===== config.mk =====
export PLATFORM = sky130hd
export DESIGN_NAME = tw_timer
export DESIGN_NICKNAME = d
export VERILOG_FILES = /design/src/hw/tw_timer_pkg.sv /design/src/hw/tw_timer.sv
export VERILOG_INCLUDE_DIRS = /design/src /design/src/hw
export SDC_FILE = /design/constraint.sdc
export NUM_CORES = 1
export LEC_CHECK = 0
export BUFFER_PORTS_ARGS = -buffer_cell sky130_fd_sc_hd__buf_4
export CAP_MARGIN = 10
export CORE_MARGIN = 2
export CORE_UTILIZATION = 35
export CTS_BUF_LIST = sky130_fd_sc_hd__clkbuf_4 sky130_fd_sc_hd__clkbuf_8
export DETAILED_ROUTE_END_ITERATION = 6
export PLACE_DENSITY = 0.49
export SYNTH_ARGS = -nofsm -noshare
export SYNTH_HDL_FRONTEND = slang
export SYNTH_SLANG_ARGS = --single-unit

===== constraint.sdc =====
create_clock -name ref_clk -period 5.8 [get_ports ref_clk]
set_input_delay 0 -clock ref_clk [delete_from_list [all_inputs] [get_ports ref_clk]]
set_output_delay 0 -clock ref_clk [all_outputs]
set_load 0.05 [all_outputs]

===== src/hw/tw_timer_defs.svh =====
`ifndef TW_TIMER_DEFS_SVH
`define TW_TIMER_DEFS_SVH

`define TW_ADDR_CTRL      4'h0
`define TW_ADDR_FORCE     4'h1
`define TW_ADDR_PORT      4'h2
`define TW_ADDR_COUNT     4'h3
`define TW_ADDR_CMP_A     4'h4
`define TW_ADDR_CMP_B     4'h5
`define TW_ADDR_CAPTURE   4'h6
`define TW_ADDR_FLAGS     4'h7

`define TW_CTRL_WGM_LSB   0
`define TW_CTRL_CSEL_LSB  4
`define TW_CTRL_COMA_LSB  8
`define TW_CTRL_COMB_LSB  10

`define TW_PORT_VAL_LSB   0
`define TW_PORT_DIR_LSB   2

`define TW_FLAG_OVF       0
`define TW_FLAG_CMPA      1
`define TW_FLAG_CMPB      2
`define TW_FLAG_CAPT      3

`define TW_WGM_NORMAL     4'h0
`define TW_WGM_CTC_A      4'h4
`define TW_WGM_FPWM_8     4'h5
`define TW_WGM_FPWM_9     4'h6
`define TW_WGM_FPWM_10    4'h7
`define TW_WGM_CTC_CAPT   4'hC
`define TW_WGM_FPWM_CAPT  4'hE
`define TW_WGM_FPWM_A     4'hF

`define TW_TOP_8          16'h00FF
`define TW_TOP_9          16'h01FF
`define TW_TOP_10         16'h03FF
`define TW_MAX            16'hFFFF
`define TW_BOTTOM         16'h0000

`define TW_DIV_8_LAST     10'h007
`define TW_DIV_64_LAST    10'h03F
`define TW_DIV_256_LAST   10'h0FF
`define TW_DIV_1024_LAST  10'h3FF

`define TW_RST_CTRL       16'h0000
`define TW_RST_PORT       4'h0

`endif


===== src/hw/tw_timer_pkg.sv =====
`default_nettype none
package tw_timer_pkg;
  typedef enum logic [1:0] {tw_act_none, tw_act_clear, tw_act_set, tw_act_toggle} tw_act_t;
  typedef enum logic [2:0] {tw_clk_stop, tw_clk_div1, tw_clk_div8, tw_clk_div64,
                            tw_clk_div256, tw_clk_div1024, tw_clk_res6, tw_clk_res7} tw_clk_sel_t;
endpackage
`default_nettype wire


===== src/hw/tw_timer.sv =====
`include "tw_timer_defs.svh"
`default_nettype none
module tw_timer (
  input  wire logic        ref_clk,
  input  wire logic        sys_rst,
  input  wire logic [3:0]  bus_addr,
  input  wire logic [15:0] bus_wdata,
  input  wire logic        bus_wr,
  input  wire logic        bus_rd,
  output logic      [15:0] bus_rdata,
  input  wire logic        capture_event,
  output logic             pin_a_out,
  output logic             pin_a_oe,
  output logic             pin_b_out,
  output logic             pin_b_oe,
  output logic             overflow_flag,
  output logic             compare_a_match_flag,
  output logic             compare_b_match_flag,
  output logic             capture_flag
);
  import tw_timer_pkg::*;

  logic [15:0] ctrl_reg;
  logic [3:0]  port_reg;
  logic [15:0] counter_value_reg;
  logic [15:0] cmp_buf_reg [2];
  logic [15:0] cmp_act_reg [2];
  logic [15:0] capture_register_reg;
  logic [1:0]  output_state_reg;
  logic [3:0]  flags_reg;
  logic [9:0]  presc_reg;
  logic        block_reg;
  logic [15:0] rdata_reg;
  logic [1:0]  pin_out_reg;
  logic [1:0]  pin_oe_reg;

  logic [3:0]  waveform_gen_mode;
  tw_clk_sel_t clk_sel;
  logic [1:0]  compare_output_mode [2];
  logic        is_pwm;
  logic        clears_at_top;
  logic        icr_is_top;
  logic [15:0] top_val;
  logic        tick;
  logic        top_hit;
  logic        wrap_hit;
  logic        ovf_set;
  logic [1:0]  match;
  logic [1:0]  output_state_next;
  logic [3:0]  flags_next;

  logic wr_ctrl;
  logic wr_force;
  logic wr_port;
  logic wr_count;
  logic wr_capt;
  logic wr_flags;

  assign wr_ctrl  = bus_wr && (bus_addr == `TW_ADDR_CTRL);
  assign wr_force = bus_wr && (bus_addr == `TW_ADDR_FORCE);
  assign wr_port  = bus_wr && (bus_addr == `TW_ADDR_PORT);
  assign wr_count = bus_wr && (bus_addr == `TW_ADDR_COUNT);
  assign wr_capt  = bus_wr && (bus_addr == `TW_ADDR_CAPTURE);
  assign wr_flags = bus_wr && (bus_addr == `TW_ADDR_FLAGS);

  assign waveform_gen_mode      = ctrl_reg[`TW_CTRL_WGM_LSB +: 4];
  assign clk_sel                = tw_clk_sel_t'(ctrl_reg[`TW_CTRL_CSEL_LSB +: 3]);
  assign compare_output_mode[0] = ctrl_reg[`TW_CTRL_COMA_LSB +: 2];
  assign compare_output_mode[1] = ctrl_reg[`TW_CTRL_COMB_LSB +: 2];

  // Only the waveform mode shapes the count; the output modes never enter here.
  always_comb
  begin
    is_pwm        = 1'b0;
    clears_at_top = 1'b1;
    icr_is_top    = 1'b0;
    top_val       = `TW_MAX;
    unique case (waveform_gen_mode)
      `TW_WGM_CTC_A:     top_val = cmp_act_reg[0];
      `TW_WGM_CTC_CAPT:
      begin
        top_val    = capture_register_reg;
        icr_is_top = 1'b1;
      end
      `TW_WGM_FPWM_8:
      begin
        top_val = `TW_TOP_8;
        is_pwm  = 1'b1;
      end
      `TW_WGM_FPWM_9:
      begin
        top_val = `TW_TOP_9;
        is_pwm  = 1'b1;
      end
      `TW_WGM_FPWM_10:
      begin
        top_val = `TW_TOP_10;
        is_pwm  = 1'b1;
      end
      `TW_WGM_FPWM_CAPT:
      begin
        top_val    = capture_register_reg;
        icr_is_top = 1'b1;
        is_pwm     = 1'b1;
      end
      `TW_WGM_FPWM_A:
      begin
        top_val = cmp_act_reg[0];
        is_pwm  = 1'b1;
      end
      // Normal mode and the dual-slope codes this block does not build run free.
      default:           clears_at_top = 1'b0;
    endcase
  end

  always_ff @(posedge ref_clk)
  begin
    if (sys_rst || clk_sel == tw_clk_stop || tick)
      presc_reg <= 10'h000;
    else
      presc_reg <= presc_reg + 10'h001;
  end

  always_comb
  begin
    tick = 1'b0;
    unique case (clk_sel)
      tw_clk_div1:    tick = 1'b1;
      tw_clk_div8:    tick = (presc_reg == `TW_DIV_8_LAST);
      tw_clk_div64:   tick = (presc_reg == `TW_DIV_64_LAST);
      tw_clk_div256:  tick = (presc_reg == `TW_DIV_256_LAST);
      tw_clk_div1024: tick = (presc_reg == `TW_DIV_1024_LAST);
      default:        tick = 1'b0;
    endcase
  end

  // A TOP written below the count is simply not met until the wrap at MAX.
  assign top_hit  = tick && clears_at_top && (counter_value_reg == top_val);
  assign wrap_hit = tick && (counter_value_reg == `TW_MAX);
  assign ovf_set  = is_pwm ? top_hit : wrap_hit;

  always_ff @(posedge ref_clk)
  begin
    if (sys_rst)
      counter_value_reg <= `TW_BOTTOM;
    else if (wr_count)
      counter_value_reg <= bus_wdata;
    else if (top_hit)
      counter_value_reg <= `TW_BOTTOM;
    else if (tick)
      counter_value_reg <= counter_value_reg + 16'h0001;
  end

  // A counter write hides any match on the next tick, even while stopped.
  always_ff @(posedge ref_clk)
  begin
    if (sys_rst)
      block_reg <= 1'b0;
    else if (wr_count)
      block_reg <= 1'b1;
    else if (tick)
      block_reg <= 1'b0;
  end

  always_comb
  begin
    for (int i = 0; i < 2; i++)
      match[i] = tick && !block_reg && (counter_value_reg == cmp_act_reg[i]);
  end

  always_ff @(posedge ref_clk)
  begin
    for (int i = 0; i < 2; i++)
    begin
      if (sys_rst)
      begin
        cmp_buf_reg[i] <= `TW_BOTTOM;
        cmp_act_reg[i] <= `TW_BOTTOM;
      end
      else
      begin
        if (bus_wr && bus_addr == (`TW_ADDR_CMP_A + 4'(i)))
          cmp_buf_reg[i] <= bus_wdata;
        if (!is_pwm && bus_wr && bus_addr == (`TW_ADDR_CMP_A + 4'(i)))
          cmp_act_reg[i] <= bus_wdata;
        else if (is_pwm && top_hit)
          cmp_act_reg[i] <= cmp_buf_reg[i];
      end
    end
  end

  // Capture ignores the output modes entirely.
  always_ff @(posedge ref_clk)
  begin
    if (sys_rst)
      capture_register_reg <= `TW_BOTTOM;
    else if (wr_capt)
      capture_register_reg <= bus_wdata;
    else if (capture_event && !icr_is_top)
      capture_register_reg <= counter_value_reg;
  end

  function automatic tw_act_t match_act(input logic [1:0] com, input logic pwm,
                                        input logic toggle_ok);
    tw_act_t a;
    a = tw_act_none;
    if (!pwm)
      unique case (com)
        2'h1:    a = tw_act_toggle;
        2'h2:    a = tw_act_clear;
        2'h3:    a = tw_act_set;
        default: a = tw_act_none;
      endcase
    else
      unique case (com)
        2'h1:    a = toggle_ok ? tw_act_toggle : tw_act_none;
        2'h2:    a = tw_act_set;
        2'h3:    a = tw_act_clear;
        default: a = tw_act_none;
      endcase
    return a;
  endfunction

  function automatic logic apply_act(input logic st, input tw_act_t a);
    logic r;
    r = st;
    unique case (a)
      tw_act_clear:  r = 1'b0;
      tw_act_set:    r = 1'b1;
      tw_act_toggle: r = !st;
      default:       r = st;
    endcase
    return r;
  endfunction

  // The output mode is read live, so a new value counts from the next match on.
  always_comb
  begin
    for (int i = 0; i < 2; i++)
    begin
      output_state_next[i] = output_state_reg[i];
      if (!is_pwm && wr_force && bus_wdata[i])
        output_state_next[i] = apply_act(output_state_reg[i],
          match_act(compare_output_mode[i], 1'b0, 1'b0));
      else
      begin
        if (is_pwm && top_hit && compare_output_mode[i][1])
          output_state_next[i] = compare_output_mode[i][0];
        // The match wins over TOP so a compare equal to TOP gives a steady level.
        if (match[i])
          output_state_next[i] = apply_act(output_state_next[i],
            match_act(compare_output_mode[i], is_pwm,
                      (i == 0) && (waveform_gen_mode == `TW_WGM_FPWM_A)));
      end
    end
  end

  always_ff @(posedge ref_clk)
  begin
    if (sys_rst)
      output_state_reg <= 2'h0;
    else
      output_state_reg <= output_state_next;
  end

  // A set arriving with its write-one clear is kept.
  always_comb
  begin
    flags_next = flags_reg;
    if (wr_flags)
      flags_next = flags_reg & ~bus_wdata[3:0];
    if (ovf_set)
      flags_next[`TW_FLAG_OVF] = 1'b1;
    if (match[0])
      flags_next[`TW_FLAG_CMPA] = 1'b1;
    if (match[1])
      flags_next[`TW_FLAG_CMPB] = 1'b1;
    if ((icr_is_top && top_hit) || (capture_event && !icr_is_top))
      flags_next[`TW_FLAG_CAPT] = 1'b1;
  end

  always_ff @(posedge ref_clk)
  begin
    if (sys_rst)
      flags_reg <= 4'h0;
    else
      flags_reg <= flags_next;
  end

  always_ff @(posedge ref_clk)
  begin
    if (sys_rst)
    begin
      ctrl_reg <= `TW_RST_CTRL;
      port_reg <= `TW_RST_PORT;
    end
    else
    begin
      if (wr_ctrl)
        ctrl_reg <= bus_wdata;
      if (wr_port)
        port_reg <= bus_wdata[3:0];
    end
  end

  // The direction bit alone decides whether the pin is driven.
  always_ff @(posedge ref_clk)
  begin
    for (int i = 0; i < 2; i++)
    begin
      if (sys_rst)
      begin
        pin_out_reg[i] <= 1'b0;
        pin_oe_reg[i]  <= 1'b0;
      end
      else
      begin
        pin_out_reg[i] <= (compare_output_mode[i] != 2'h0) ? output_state_reg[i]
                                                             : port_reg[`TW_PORT_VAL_LSB + i];
        pin_oe_reg[i]  <= port_reg[`TW_PORT_DIR_LSB + i];
      end
    end
  end

  always_ff @(posedge ref_clk)
  begin
    if (sys_rst || !bus_rd)
      rdata_reg <= 16'h0000;
    else
      unique case (bus_addr)
        `TW_ADDR_CTRL:    rdata_reg <= ctrl_reg;
        `TW_ADDR_PORT:    rdata_reg <= {10'h000, output_state_reg, port_reg};
        `TW_ADDR_COUNT:   rdata_reg <= counter_value_reg;
        `TW_ADDR_CMP_A:   rdata_reg <= cmp_buf_reg[0];
        `TW_ADDR_CMP_B:   rdata_reg <= cmp_buf_reg[1];
        `TW_ADDR_CAPTURE: rdata_reg <= capture_register_reg;
        `TW_ADDR_FLAGS:   rdata_reg <= {12'h000, flags_reg};
        default:          rdata_reg <= 16'h0000;
      endcase
  end

  assign bus_rdata            = rdata_reg;
  assign pin_a_out            = pin_out_reg[0];
  assign pin_a_oe             = pin_oe_reg[0];
  assign pin_b_out            = pin_out_reg[1];
  assign pin_b_oe             = pin_oe_reg[1];
  assign overflow_flag        = flags_reg[`TW_FLAG_OVF];
  assign compare_a_match_flag = flags_reg[`TW_FLAG_CMPA];
  assign compare_b_match_flag = flags_reg[`TW_FLAG_CMPB];
  assign capture_flag         = flags_reg[`TW_FLAG_CAPT];
endmodule
`default_nettype wire


Word level (Yosys, flattened, before mapping)
Memory sizes are Yosys's and may differ from the RTL's.
Index checks and enable logic that the tools add are counted.
W data, S select, Z words.
{ "word_totals": {"inputBits": 25, "mem_bits_ro": 0, "output_inout_bits": 24, "memories": 2, "mem_bits_rw": 64, "latchBits": 0, "word_cells": 199, "register_bits": 89} }
{ "op_classes": {"n_addsub": 2, "n_div": 0, "multipliers": 0, "n_mux": 73, "n_eq_ne": 47, "bitwise_logic": 8, "reduce_logical": 52, "order_cmp": 0, "shift": 0} }
{ "mem_list": {"columns": ["memory", "words", "width", "rd", "rd_clocked_by_memory_dff", "write_ports", "line", "source"], "rows": [
  ["cmp_act_reg", 2, 16, 2, 0, 2, "tw_timer.sv:27", "logic [15:0] cmp_act_reg [2];"],
  ["cmp_buf_reg", 2, 16, 2, 0, 2, "tw_timer.sv:26", "logic [15:0] cmp_buf_reg [2];"]
]} }
{ "op_table": {"columns": ["operator", "count"], "rows": [
  ["$mux W16", 11],
  ["$pmux W16 S7", 1],
  ["$pmux W16 S5", 1],
  ["$eq A16 B16 Y1", 3],
  ["$mux W1", 41],
  ["$eq A4 B3 Y1 const B", 8],
  ["$logic_and A1 B1 Y1", 25],
  ["$eq A2 B2 Y1 const B", 12],
  ["$mux W2", 9],
  ["$pmux W2 S3", 3],
  ["$add A16 B1 Y16 const B", 1],
  ["$eq A16 B16 Y1 const B", 1],
  ["$reduce_bool A2 Y1", 8],
  ["$eq A2 B1 Y1 const B", 6],
  ["$eq A4 B4 Y1 const B", 3],
  ["$pmux W1 S3", 4],
  ["$add A10 B1 Y10 const B", 1],
  ["$eq A10 B10 Y1 const B", 1],
  ["$eq A10 B3 Y1 const B", 1],
  ["$eq A10 B6 Y1 const B", 1],
  ["$eq A10 B8 Y1 const B", 1],
  ["$eq A4 B2 Y1 const B", 2],
  ["$logic_not A1 Y1", 8],
  ["$ne A4 B1 Y1 const B", 2],
  ["other kinds (17)", 28]
]} }

Longest topological paths before layout
Gate-level depths: netlist (run 1).
{ "logic_depth": {"word_depth": 13, "ltp_mapped": 13, "ltp_nobuf": 10} }

Worst setup path after synthesis (run 1)
OpenSTA, ideal clock, no wires.
{ "synth_path": {"path_kind": "reg-to-reg", "startpoint": "register ctrl_reg[5]", "endpoint": "memory cmp_act_reg[0][0], enable pin", "t_required_ns": 5.406, "t_arrival_ns": 3.255, "setup_slack_ns": 2.150, "setup_time_ns": 0.394, "synth_period_minus_slack_ns": 3.650, "path_buffers": 0, "stages_incl_launch_ff": 11, "path_cell_list": "dfxtp_1 > inv_1 > ha_1 > or3_1 > a211o_1 > a211oi_4 > nor2_2 > or4b_1 > and4bb_1 > nor2_1 > a21oi_1"} }
{ "synth_rtl": {"columns": ["element", "line", "source"], "rows": [
  ["start, declared", "tw_timer.sv:23", "logic [15:0] ctrl_reg;"],
  ["start signal, assigned", "tw_timer.sv:294", "ctrl_reg <= `TW_RST_CTRL;"],
  ["start signal, assigned", "tw_timer.sv:300", "ctrl_reg <= bus_wdata;"],
  ["end, declared", "tw_timer.sv:27", null]
]} }

==> results.json, run 1 <==
{
  "status": "finished, final reports clean",
  "fin_hold_ws_ps": 37.9,
  "combPwrFrac_pct": 9.1,
  "antenna_left": 0,
  "numCtsBuffers": 17,
  "first_pass_iters": 5,
  "grt_max_degree": 43,
  "path_class": "reg -> reg",
  "die_w_um": 161,
  "p_clk_share_pct": 38.3,
  "postLayoutCellArea_um2": 9760,
  "cp.arrival_ps": 4790,
  "max_freq_ghz": 0.224,
  "p_sw_uw": 680,
  "area_delta_synth_final_pct": 13.5,
  "maxCapViolations": 0,
  "synthArstFlopShare_pct": 0,
  "placed_area_um2": 9160,
  "startpoint": "ctrl_reg[1]",
  "rsz0062_at_grt": "no",
  "min_period_over_period_pct": 76.9,
  "most-common-layout-cells": "89 x dfxtp_1, 83 x nand2_1, 80 x nor2_1, 64 x edfxtp_1, 63 x buf_4",
  "coreArea_um2": 24200,
  "finalClockSkew_ps": 15.7,
  "ys.flop_type": "dfxtp_1",
  "synth_area_um2": 8600,
  "ys_ff_latch": 153,
  "antenna_cells": 0,
  "syn_nets": 984,
  "avgRoutedWirePerCell_um": 22.8,
  "drv_slew": 0,
  "pwr-share-seq_pct": 52.5,
  "tightest_slew_ps": 1190,
  "port-buffer-count": 48,
  "startpoint_type": "register",
  "hold-path-cell-count": 3,
  "grt_pass1_wl_um": 45200,
  "yosys_warnings": 0,
  "timing.reg2reg.setup_slack_ps": 1340,
  "fin_tns_setup_ps": 0,
  "crit_fanout": 32,
  "overflow": 0,
  "layout_commonest_cell": "dfxtp_1",
  "cp.required_ps": 6130,
  "path_clk_slew_ps": 100,
  "setup_viol": 0,
  "num-nets-final": 1003,
  "r2r-end": "cmp_act_reg[0][15]",
  "synth-edff-count": 64,
  "reg2reg_depth": 8,
  "antenna_found_initial": 0,
  "hold_class": "in -> reg",
  "vdd_drop_max_v": 0.000119,
  "cts_tree": "done",
  "start_util_pct": 35.4,
  "die_y_um": 161,
  "place_congestion": 0.865,
  "leakage_nw": 3.63,
  "drt_iter0_drc": 714,
  "grt_pass1_vias": 7102,
  "dp_hpwl_um": 20300,
  "drive_gt1_share_pct": 11.6,
  "power_density_nw_per_um2": 241,
  "p_sw_share_pct": 28.9,
  "slew_headroom_pct": 20.5,
  "synth_top_area_share_pct": 22.4,
  "final-hold-violation-count": 0,
  "clockRootBuffer": "clkbuf_8",
  "fill_cells": 2497,
  "drt_drc_violations_left": 0,
  "synth_cells": 944,
  "utilization_pct": 40.2,
  "wirelength_um": 29600,
  "fp-row-count": 57,
  "total_power_mw": 2.35,
  "cp-end-kind": "register",
  "io_pins": 49,
  "drt-vias-per-instance": 5.68,
  "endpoint": "cmp_act_reg[0][15]",
  "clk-insertion-delay-late_ps": 470,
  "synth_area_leaders": "edfxtp_1 22%, dfxtp_1 21%, xor2_1 4.7%",
  "die_area_um2": 25800,
  "ys_seq_area_share_pct": 43.1,
  "via_count": 7387,
  "avgSynthCellArea_um2": 9.11,
  "cts_max_level": 4,
  "synth_top_area_cell": "edfxtp_1",
  "cts_sinks": 153,
  "min_period_ps": 4460,
  "grtUsageTotal_pct": 23.2,
  "p_int_mw": 1.67,
  "r2r-start": "ctrl_reg[1]",
  "clockBufferDepth": 2,
  "yosysUniqueCellTypes": 70
}
-- worst min-delay path by stage --
stage / start / to / slack (ps)
2_1_floorplan: bus_wdata[12] / ctrl_reg[12] / 140
3_3_place_gp: bus_wdata[15] / ctrl_reg[15] / 320
3_5_place_dp: bus_wdata[15] / ctrl_reg[15] / 320
4_1_cts: bus_addr[0] / bus_rdata[5] / 20
5_1_grt: bus_addr[0] / bus_rdata[4] / 60
6_report: bus_addr[0] / bus_rdata[5] / 40
-- synth_stat cells, drive strengths merged (22+ instances only) --
library cell and number:
a21oi 49, edfxtp 64, a22oi 31, clkbuf 62, mux2i 25, nand3 26, o21ai 24, a211oi 31
nor3 22, and2 42, nor4 22, nand2 83, dfxtp 89, a22o 32, nor2 81, xor2 46
-- critical path, stage by stage, from the launching register on --
cell and delay (ps):
dfxtp_1 980, or3_1 350, o221ai_1 210, xor2_1 230, nor4_1 450, or4b_1 490
and4bb_1 380, and2b_1 950, a22o_1 260
-- through the flow --
stage / std cells / setup WS (ps)
6_report: 1300 / 1340
5_1_grt: 1300 / 1080
4_1_cts: 1300 / 1400
3_5_place_dp: 1250 / 1410
3_3_place_gp: 1250 / 1600
2_1_floorplan: 944 / 2150
-- cell families (layout without fill, tap and decap cells) --
family / count (synthesis) / count (layout) / synth area share [%]
AND/OR/NAND/NOR: 370 / 370 / 23.0
flip-flops: 153 / 153 / 43.1
buffers and inverters: 100 / 132 / 4.79
adder cells (fa/ha/maj): 15 / 15 / 2.18
multiplexers: 27 / 27 / 3.17
AO/OA/AOI/OAI: 224 / 224 / 18.2
XOR/XNOR: 55 / 55 / 5.60
-- layer usage --
metal	part of all wire, %	wire (um)	GRT usage (%)	up-vias
met5	0	0	0	-
met4	1.8	547	5.64	0
met3	5.4	1590	4.24	36
met2	45	13200	35.2	230
met1	48	14200	34.3	3624
li1	-	-	-	3497
-- power groups by stage --
stage	sequential (mW)	combinational [mW]	clock (mW)
4_1_cts	1.23	0.214	0.910
2_1_floorplan	1.21	0.148	0
3_5_place_dp	1.26	0.203	0
3_3_place_gp	1.26	0.204	0
5_1_grt	1.24	0.234	0.952
6_report	1.23	0.214	0.901
-- timing repair --
item	CTS	global route
setup buffers	0	0
hold buffers	18	0
gates resized for setup	0	0
endpoints found under the hold margin	128	0
-- cell type report --
class | instances | area (um2) | share of cell area (%)
clock inverters | 12 | 149 | 1.53
multi-input cells | 691 | 4510 | 46.2
clock buffers | 20 | 269 | 2.76
repair buffers | 81 | 653 | 6.69
well taps | 324 | 405 | 4.15
flip-flops and latches | 153 | 3700 | 38.0
inverters | 19 | 71.3 | 0.731
Note: power is estimated with default switching activity, not from simulation.
==> inputs of run 2 (changes only) <==
PLACE_DENSITY = 0.5   (was 0.49)
clock period = 3.7 ns   (was 5.8 ns; I/O delays follow)
==> run 2 against run 1 <==
Compared with the run above:
- register-to-register slack lost 1100 ps
- final area increased by 2.6%
- combinational power rose by 89%
- routed wire length fell by 0.27%
- first-iteration DRC count shrank 12%
- non-clock buffer count is 32 higher
- setup slack worse by 1100 ps
- critical path type unchanged
- highest routed layer unchanged
==> results.json, run 2 (same netlist as run 1, synthesis figures left out) <==
{
  "avgRoutedWirePerCell_um": 22.2,
  "crit_slowest_cell": "or4b_1",
  "tightest_slew_ps": 1150,
  "fin_tns_setup_ps": 0,
  "path_class": "reg -> reg",
  "num-nets-final": 1035,
  "min_period_over_period_pct": 92.3,
  "area_delta_synth_final_pct": 16.4,
  "slew_headroom_pct": 23.4,
  "die_w_um": 161,
  "vdd_drop_max_v": 0.000209,
  "clk-insertion-delay-late_ps": 460,
  "dp_hpwl_um": 21100,
  "place_ws_ps": 317,
  "maxCapViolations": 0,
  "drv_slew": 0,
  "drt-vias-per-instance": 5.67,
  "path_cells": "inv_1 -> ha_1 -> or3_1 -> a211o_1 -> a211oi_4 -> nor2_2 -> or4b_1 -> and4bb_1 -> nor2_1 -> a21oi_1 -> buf_4",
  "cts_sinks": 153,
  "cts_tree": "done",
  "die_area_um2": 25800,
  "post_cts_buffers": 0,
  "fill_cells": 2469,
  "via_count": 7556,
  "start_util_pct": 35.4,
  "fin_ws_ps": 286,
  "cts_max_level": 4,
  "port-buffer-count": 48,
  "final-hold-violation-count": 0,
  "cts.repair.resized": 0,
  "overflow": 0,
  "fp-row-count": 57,
  "power_density_nw_per_um2": 359,
  "die_y_um": 161,
  "startpoint_type": "register",
  "clockBufferDepth": 2,
  "hold_class": "in -> reg",
  "cp-end-kind": "register",
  "cp.required_ps": 3850,
  "path_clk_slew_ps": 90,
  "max_freq_ghz": 0.293,
  "grt_pass1_wl_um": 45200,
  "setup_viol": 0,
  "antenna_left": 0,
  "drive_gt1_share_pct": 13.9,
  "finalClockSkew_ps": 14.9,
  "utilization_pct": 41.3,
  "most-common-layout-cells": "89 x dfxtp_1, 89 x buf_4, 83 x nand2_1, 80 x nor2_1, 64 x edfxtp_1",
  "clockRootBuffer": "clkbuf_8",
  "antenna_cells": 0,
  "status": "finished, final reports clean",
  "wirelength_um": 29500,
  "grtUsageTotal_pct": 23.1,
  "grt_pass1_vias": 7274,
  "cp.arrival_ps": 3560,
  "rsz0062_at_grt": "no",
  "io_pins": 49,
  "antenna_found_initial": 0,
  "first_pass_iters": 5,
  "cpPeakStageDelay_ps": 480,
  "drt_drc_violations_left": 0,
  "coreArea_um2": 24200,
  "grt_max_degree": 43,
  "min_period_ps": 3410,
  "numCtsBuffers": 17,
  "place_congestion": 0.900,
  "crit_fanout": 16,
  "drt_iter0_drc": 628,
  "leakage_nw": 3.79
}
run 2: changes by cell type in the layout (fill, tap and decap cells not counted), moves of 2 or more:
cell	previous run	this run
buf_4	63	89
clkinv_4	0	3
dlygate4sd3_1	18	22
clkbuf_8	19	17
buf_12	0	2
inv_6	6	4
run 2: report_power, final:
part | leakage (nW) | total [mW] | switching [mW] | internal, mW
combinational | 2.22 | 0.404 | 0.252 | 0.152
clock | 0.198 | 1.30 | 0.744 | 0.558
sequential | 1.37 | 1.89 | 0.0688 | 1.82
total | 3.79 | 3.59 | 1.06 | 2.53
run 2: worst paths after layout:
check	startpoint	end	slack (ps)	cells after the start
setup / recovery	ctrl_reg[5]	cmp_act_reg[0][15]	290	11
hold reg to reg	presc_reg[0]	presc_reg[0]	470	1
hold / removal	bus_addr[0]	bus_rdata[4]	40	3
setup reg to reg	ctrl_reg[5]	cmp_act_reg[0][15]	290	11
run 2: stage by stage:
step | std cells | hold WS (ps) | area [um2] | power [mW]
after detailed placement | 1278 | 321 | 9400 | 2.31
after floorplan | 944 | 136 | 8600 | 2.13
after CTS | 1332 | 9.65 | 10000 | 3.62
after global placement | 1278 | 317 | 9400 | 2.31
final | 1332 | 43.0 | 10000 | 3.59
after global routing | 1332 | 41.4 | 10000 | 3.72
run 2: timing repair:
action,4_1_cts,5_1_grt
endpoints found under the hold margin,123,0
hold buffers,22,0
setup endpoints to repair,0,0
run 2: layer usage:
| layer | wire [um] | track usage (%) | vias up |
|---|---|---|---|
| met3 | 2070 | 4.52 | 35 |
| li1 | - | - | 3571 |
| met5 | 0 | 0 | - |
| met1 | 13600 | 32.9 | 3677 |
| met4 | 584 | 6.49 | 0 |
| met2 | 13300 | 35.9 | 273 |
run 2: final cells by class:
cell class / count / area, um2 / area share, %
Clock buffer: 17 / 234 / 2.34
Inverter: 19 / 71.3 / 0.713
Tap cell: 324 / 405 / 4.05
Timing Repair Buffer: 113 / 928 / 9.28
Clock inverter: 15 / 158 / 1.58
Multi-Input combinational cell: 691 / 4510 / 45.0
Sequential cell: 153 / 3700 / 37.0
run 2: critical path: cells and delay by family, from the launching register on:
kind,cells,cell delay (ps)
DFF,1,420
buffers and inverters,2,340
AOI/OAI and AO/OA,3,800
adders and majority gates,1,200
and+or+nand+nor,5,1330
==> inputs of run 3 (changes only) <==
ABC_AREA = 1   (was unset)
CAP_MARGIN = unset   (was 10)
PLACE_DENSITY = 0.51   (was 0.5)
==> run 3 against run 2 <==
Compared with the run above:
- synthesized area is 2.2% lower
- setup slack improved by 420 ps
- flip-flop and latch count stayed put
- clock power is essentially flat
- synthesized cell count up 15%
- via count is 4.8% higher
- highest routed layer is now met5
- die area decreased by 2.1%
- non-clock buffer count is 20 lower
- core utilization up 0.068 points
- largest cell class unchanged
- count of clock-buffer cells in the layout is 1 higher
- first-iteration DRC count grew 19%
- register-to-register slack gained 420 ps
==> results.json, run 3 <==
{
  "io_pins": 49,
  "placed_cells": 1422,
  "wirelength_um": 31000,
  "first_pass_iters": 5,
  "die_area_um2": 25300,
  "rsz0062_at_grt": "no",
  "fin_tns_setup_ps": 0,
  "yosysMostFrequentCell": "nand2_1",
  "p_clk_share_pct": 38.0,
  "vdd_drop_max_v": 0.000193,
  "overflow": 0,
  "fin_ws_ps": 708,
  "cts_max_level": 4,
  "yosys_warnings": 0,
  "path_class": "reg -> reg",
  "antenna_found_initial": 1,
  "p_sw_share_pct": 28.9,
  "via_count": 7915,
  "synth-edff-count": 64,
  "die_w_um": 159,
  "synth_area_um2": 8410,
  "finalClockSkew_ps": 20.8,
  "leakage_nw": 3.74,
  "fin_cells": 1479,
  "dp_hpwl_um": 23300,
  "cp.required_ps": 3810,
  "tightest_slew_ps": 826,
  "grtUsageTotal_pct": 24.8,
  "path_clk_slew_ps": 100,
  "clk-insertion-delay-late_ps": 480,
  "ys_ff_latch": 153,
  "crit_fanout": 16,
  "placed_area_um2": 9090,
  "synthArstFlopShare_pct": 0,
  "avgSynthCellArea_um2": 7.78,
  "place_congestion": 0.950,
  "combPwrFrac_pct": 8.9,
  "max_freq_ghz": 0.334,
  "grt_max_degree": 33,
  "cts.repair.resized": 0,
  "total_power_mw": 3.47,
  "drt_iter0_drc": 747,
  "yosysUniqueCellTypes": 50,
  "syn_nets": 1121,
  "die_y_um": 159,
  "antenna_cells": 0,
  "grt_pass1_vias": 7494,
  "synth_top_area_cell": "edfxtp_1",
  "power_density_nw_per_um2": 357,
  "hold_class": "in -> reg",
  "post_cts_buffers": 0,
  "p_sw_mw": 1.00,
  "drt-vias-per-instance": 5.35,
  "cts_sinks": 153,
  "numCtsBuffers": 17,
  "timing.reg2reg.setup_slack_ps": 710,
  "seqCellArea_um2": 3700,
  "avgRoutedWirePerCell_um": 21.0,
  "postLayoutCellArea_um2": 9730,
  "grt_pass1_wl_um": 47000,
  "synth_top_area_share_pct": 22.9,
  "start_util_pct": 35.7,
  "maxCapViolations": 0,
  "ys.flop_type": "dfxtp_1",
  "synth_area_leaders": "edfxtp_1 23%, dfxtp_1 21%, nand2_1 9.0%",
  "ys_top_cells_by_count": "201 x nand2_1, 154 x inv_1, 122 x nor2_1",
  "p_int_mw": 2.47,
  "synth_cells": 1081,
  "drv_slew": 0,
  "fill_cells": 2565,
  "multi_input_area_um2": 3880,
  "antenna_left": 0,
  "drive_gt1_share_pct": 12.1,
  "slew_headroom_pct": 44.7,
  "clockRootBuffer": "clkbuf_8",
  "layout_commonest_cell": "nand2_1",
  "final-hold-violation-count": 0,
  "cts_tree": "done",
  "startpoint_type": "register",
  "drt_drc_violations_left": 0,
  "clockBufferDepth": 2,
  "min_period_over_period_pct": 80.9,
  "ys_seq_area_share_pct": 44.1,
  "pwr-share-seq_pct": 53.0,
  "setup_viol": 0,
  "cp.arrival_ps": 3100,
  "place_ws_ps": 710,
  "fp-row-count": 56,
  "port-buffer-count": 48,
  "min_period_ps": 2990,
  "cp-end-kind": "register",
  "cts_hold_buf": 25,
  "status": "finished, final reports clean",
  "area_delta_synth_final_pct": 15.8,
  "num-nets-final": 1187,
  "most-common-layout-cells": "201 x nand2_1, 154 x inv_1, 122 x nor2_1, 89 x dfxtp_1, 68 x buf_4",
  "coreArea_um2": 23500
}
-- run 3: final timing paths --
kind / start / to / depth (start not counted)
worst min register to register: presc_reg[0] / presc_reg[0] / 1
worst max-delay path: ctrl_reg[2] / cmp_act_reg[0][8] / 12
worst max register to register: ctrl_reg[2] / cmp_act_reg[0][8] / 12
worst min-delay path: bus_wr / port_reg[2] / 3
-- run 3: power by group through the flow --
stage	Clock [mW]	Combinational (mW)	Sequential, mW
2_1_floorplan	0	0.160	1.88
3_3_place_gp	0	0.291	1.88
3_5_place_dp	0	0.290	1.88
4_1_cts	1.35	0.307	1.84
5_1_grt	1.42	0.335	1.85
6_report	1.32	0.311	1.84
-- run 3: layer usage --
metal | GRT usage [%] | share of wire, % | vias to the layer above
met4 | 10.6 | 3.8 | 2
li1 | - | - | 3785
met2 | 36.4 | 43 | 328
met3 | 5.65 | 8.2 | 61
met1 | 34.9 | 45 | 3739
met5 | 0 | 0.032 | -
-- run 3: cell families (layout without fill, tap and decap cells) --
group,after synthesis,in the layout,synth area share [%]
XOR/XNOR,30,30,3.13
AND/OR/NAND/NOR,469,469,24.9
buffers and inverters,203,282,9.75
AO/OA/AOI/OAI,211,211,15.9
adder cells (fa/ha/maj),15,15,2.23
flip-flops,153,153,44.1
-- run 3: per-stage QoR --
step           hold slack, ps  util [%]
3_5_place_dp              304      38.6
5_1_grt                  64.3      41.3
3_3_place_gp              302      38.6
4_1_cts                  14.8      41.3
6_report                 50.9      41.3
2_1_floorplan             165         -
-- run 3: worst max-delay path, stage by stage (launching register included) --
cell	delay (ps)
dfxtp_1	530
nand3_1	400
nor2_1	210
nor2_1	70
nand3_1	80
nand2_1	80
nor2_1	180
nand2_1	70
nor2_1	120
nand2_2	90
nor2_4	210
nand3_4	90
nand2_1	500
-- run 3: area by class of cell --
| type | instances | share of cell area [%] |
|---|---|---|
| inverter | 157 | 6.06 |
| tap | 319 | 4.10 |
| clock inverter | 14 | 1.58 |
| multi-input combinational | 725 | 39.9 |
| clock buffer | 18 | 2.48 |
| sequential | 153 | 38.1 |
| timing repair buffer | 93 | 7.82 |
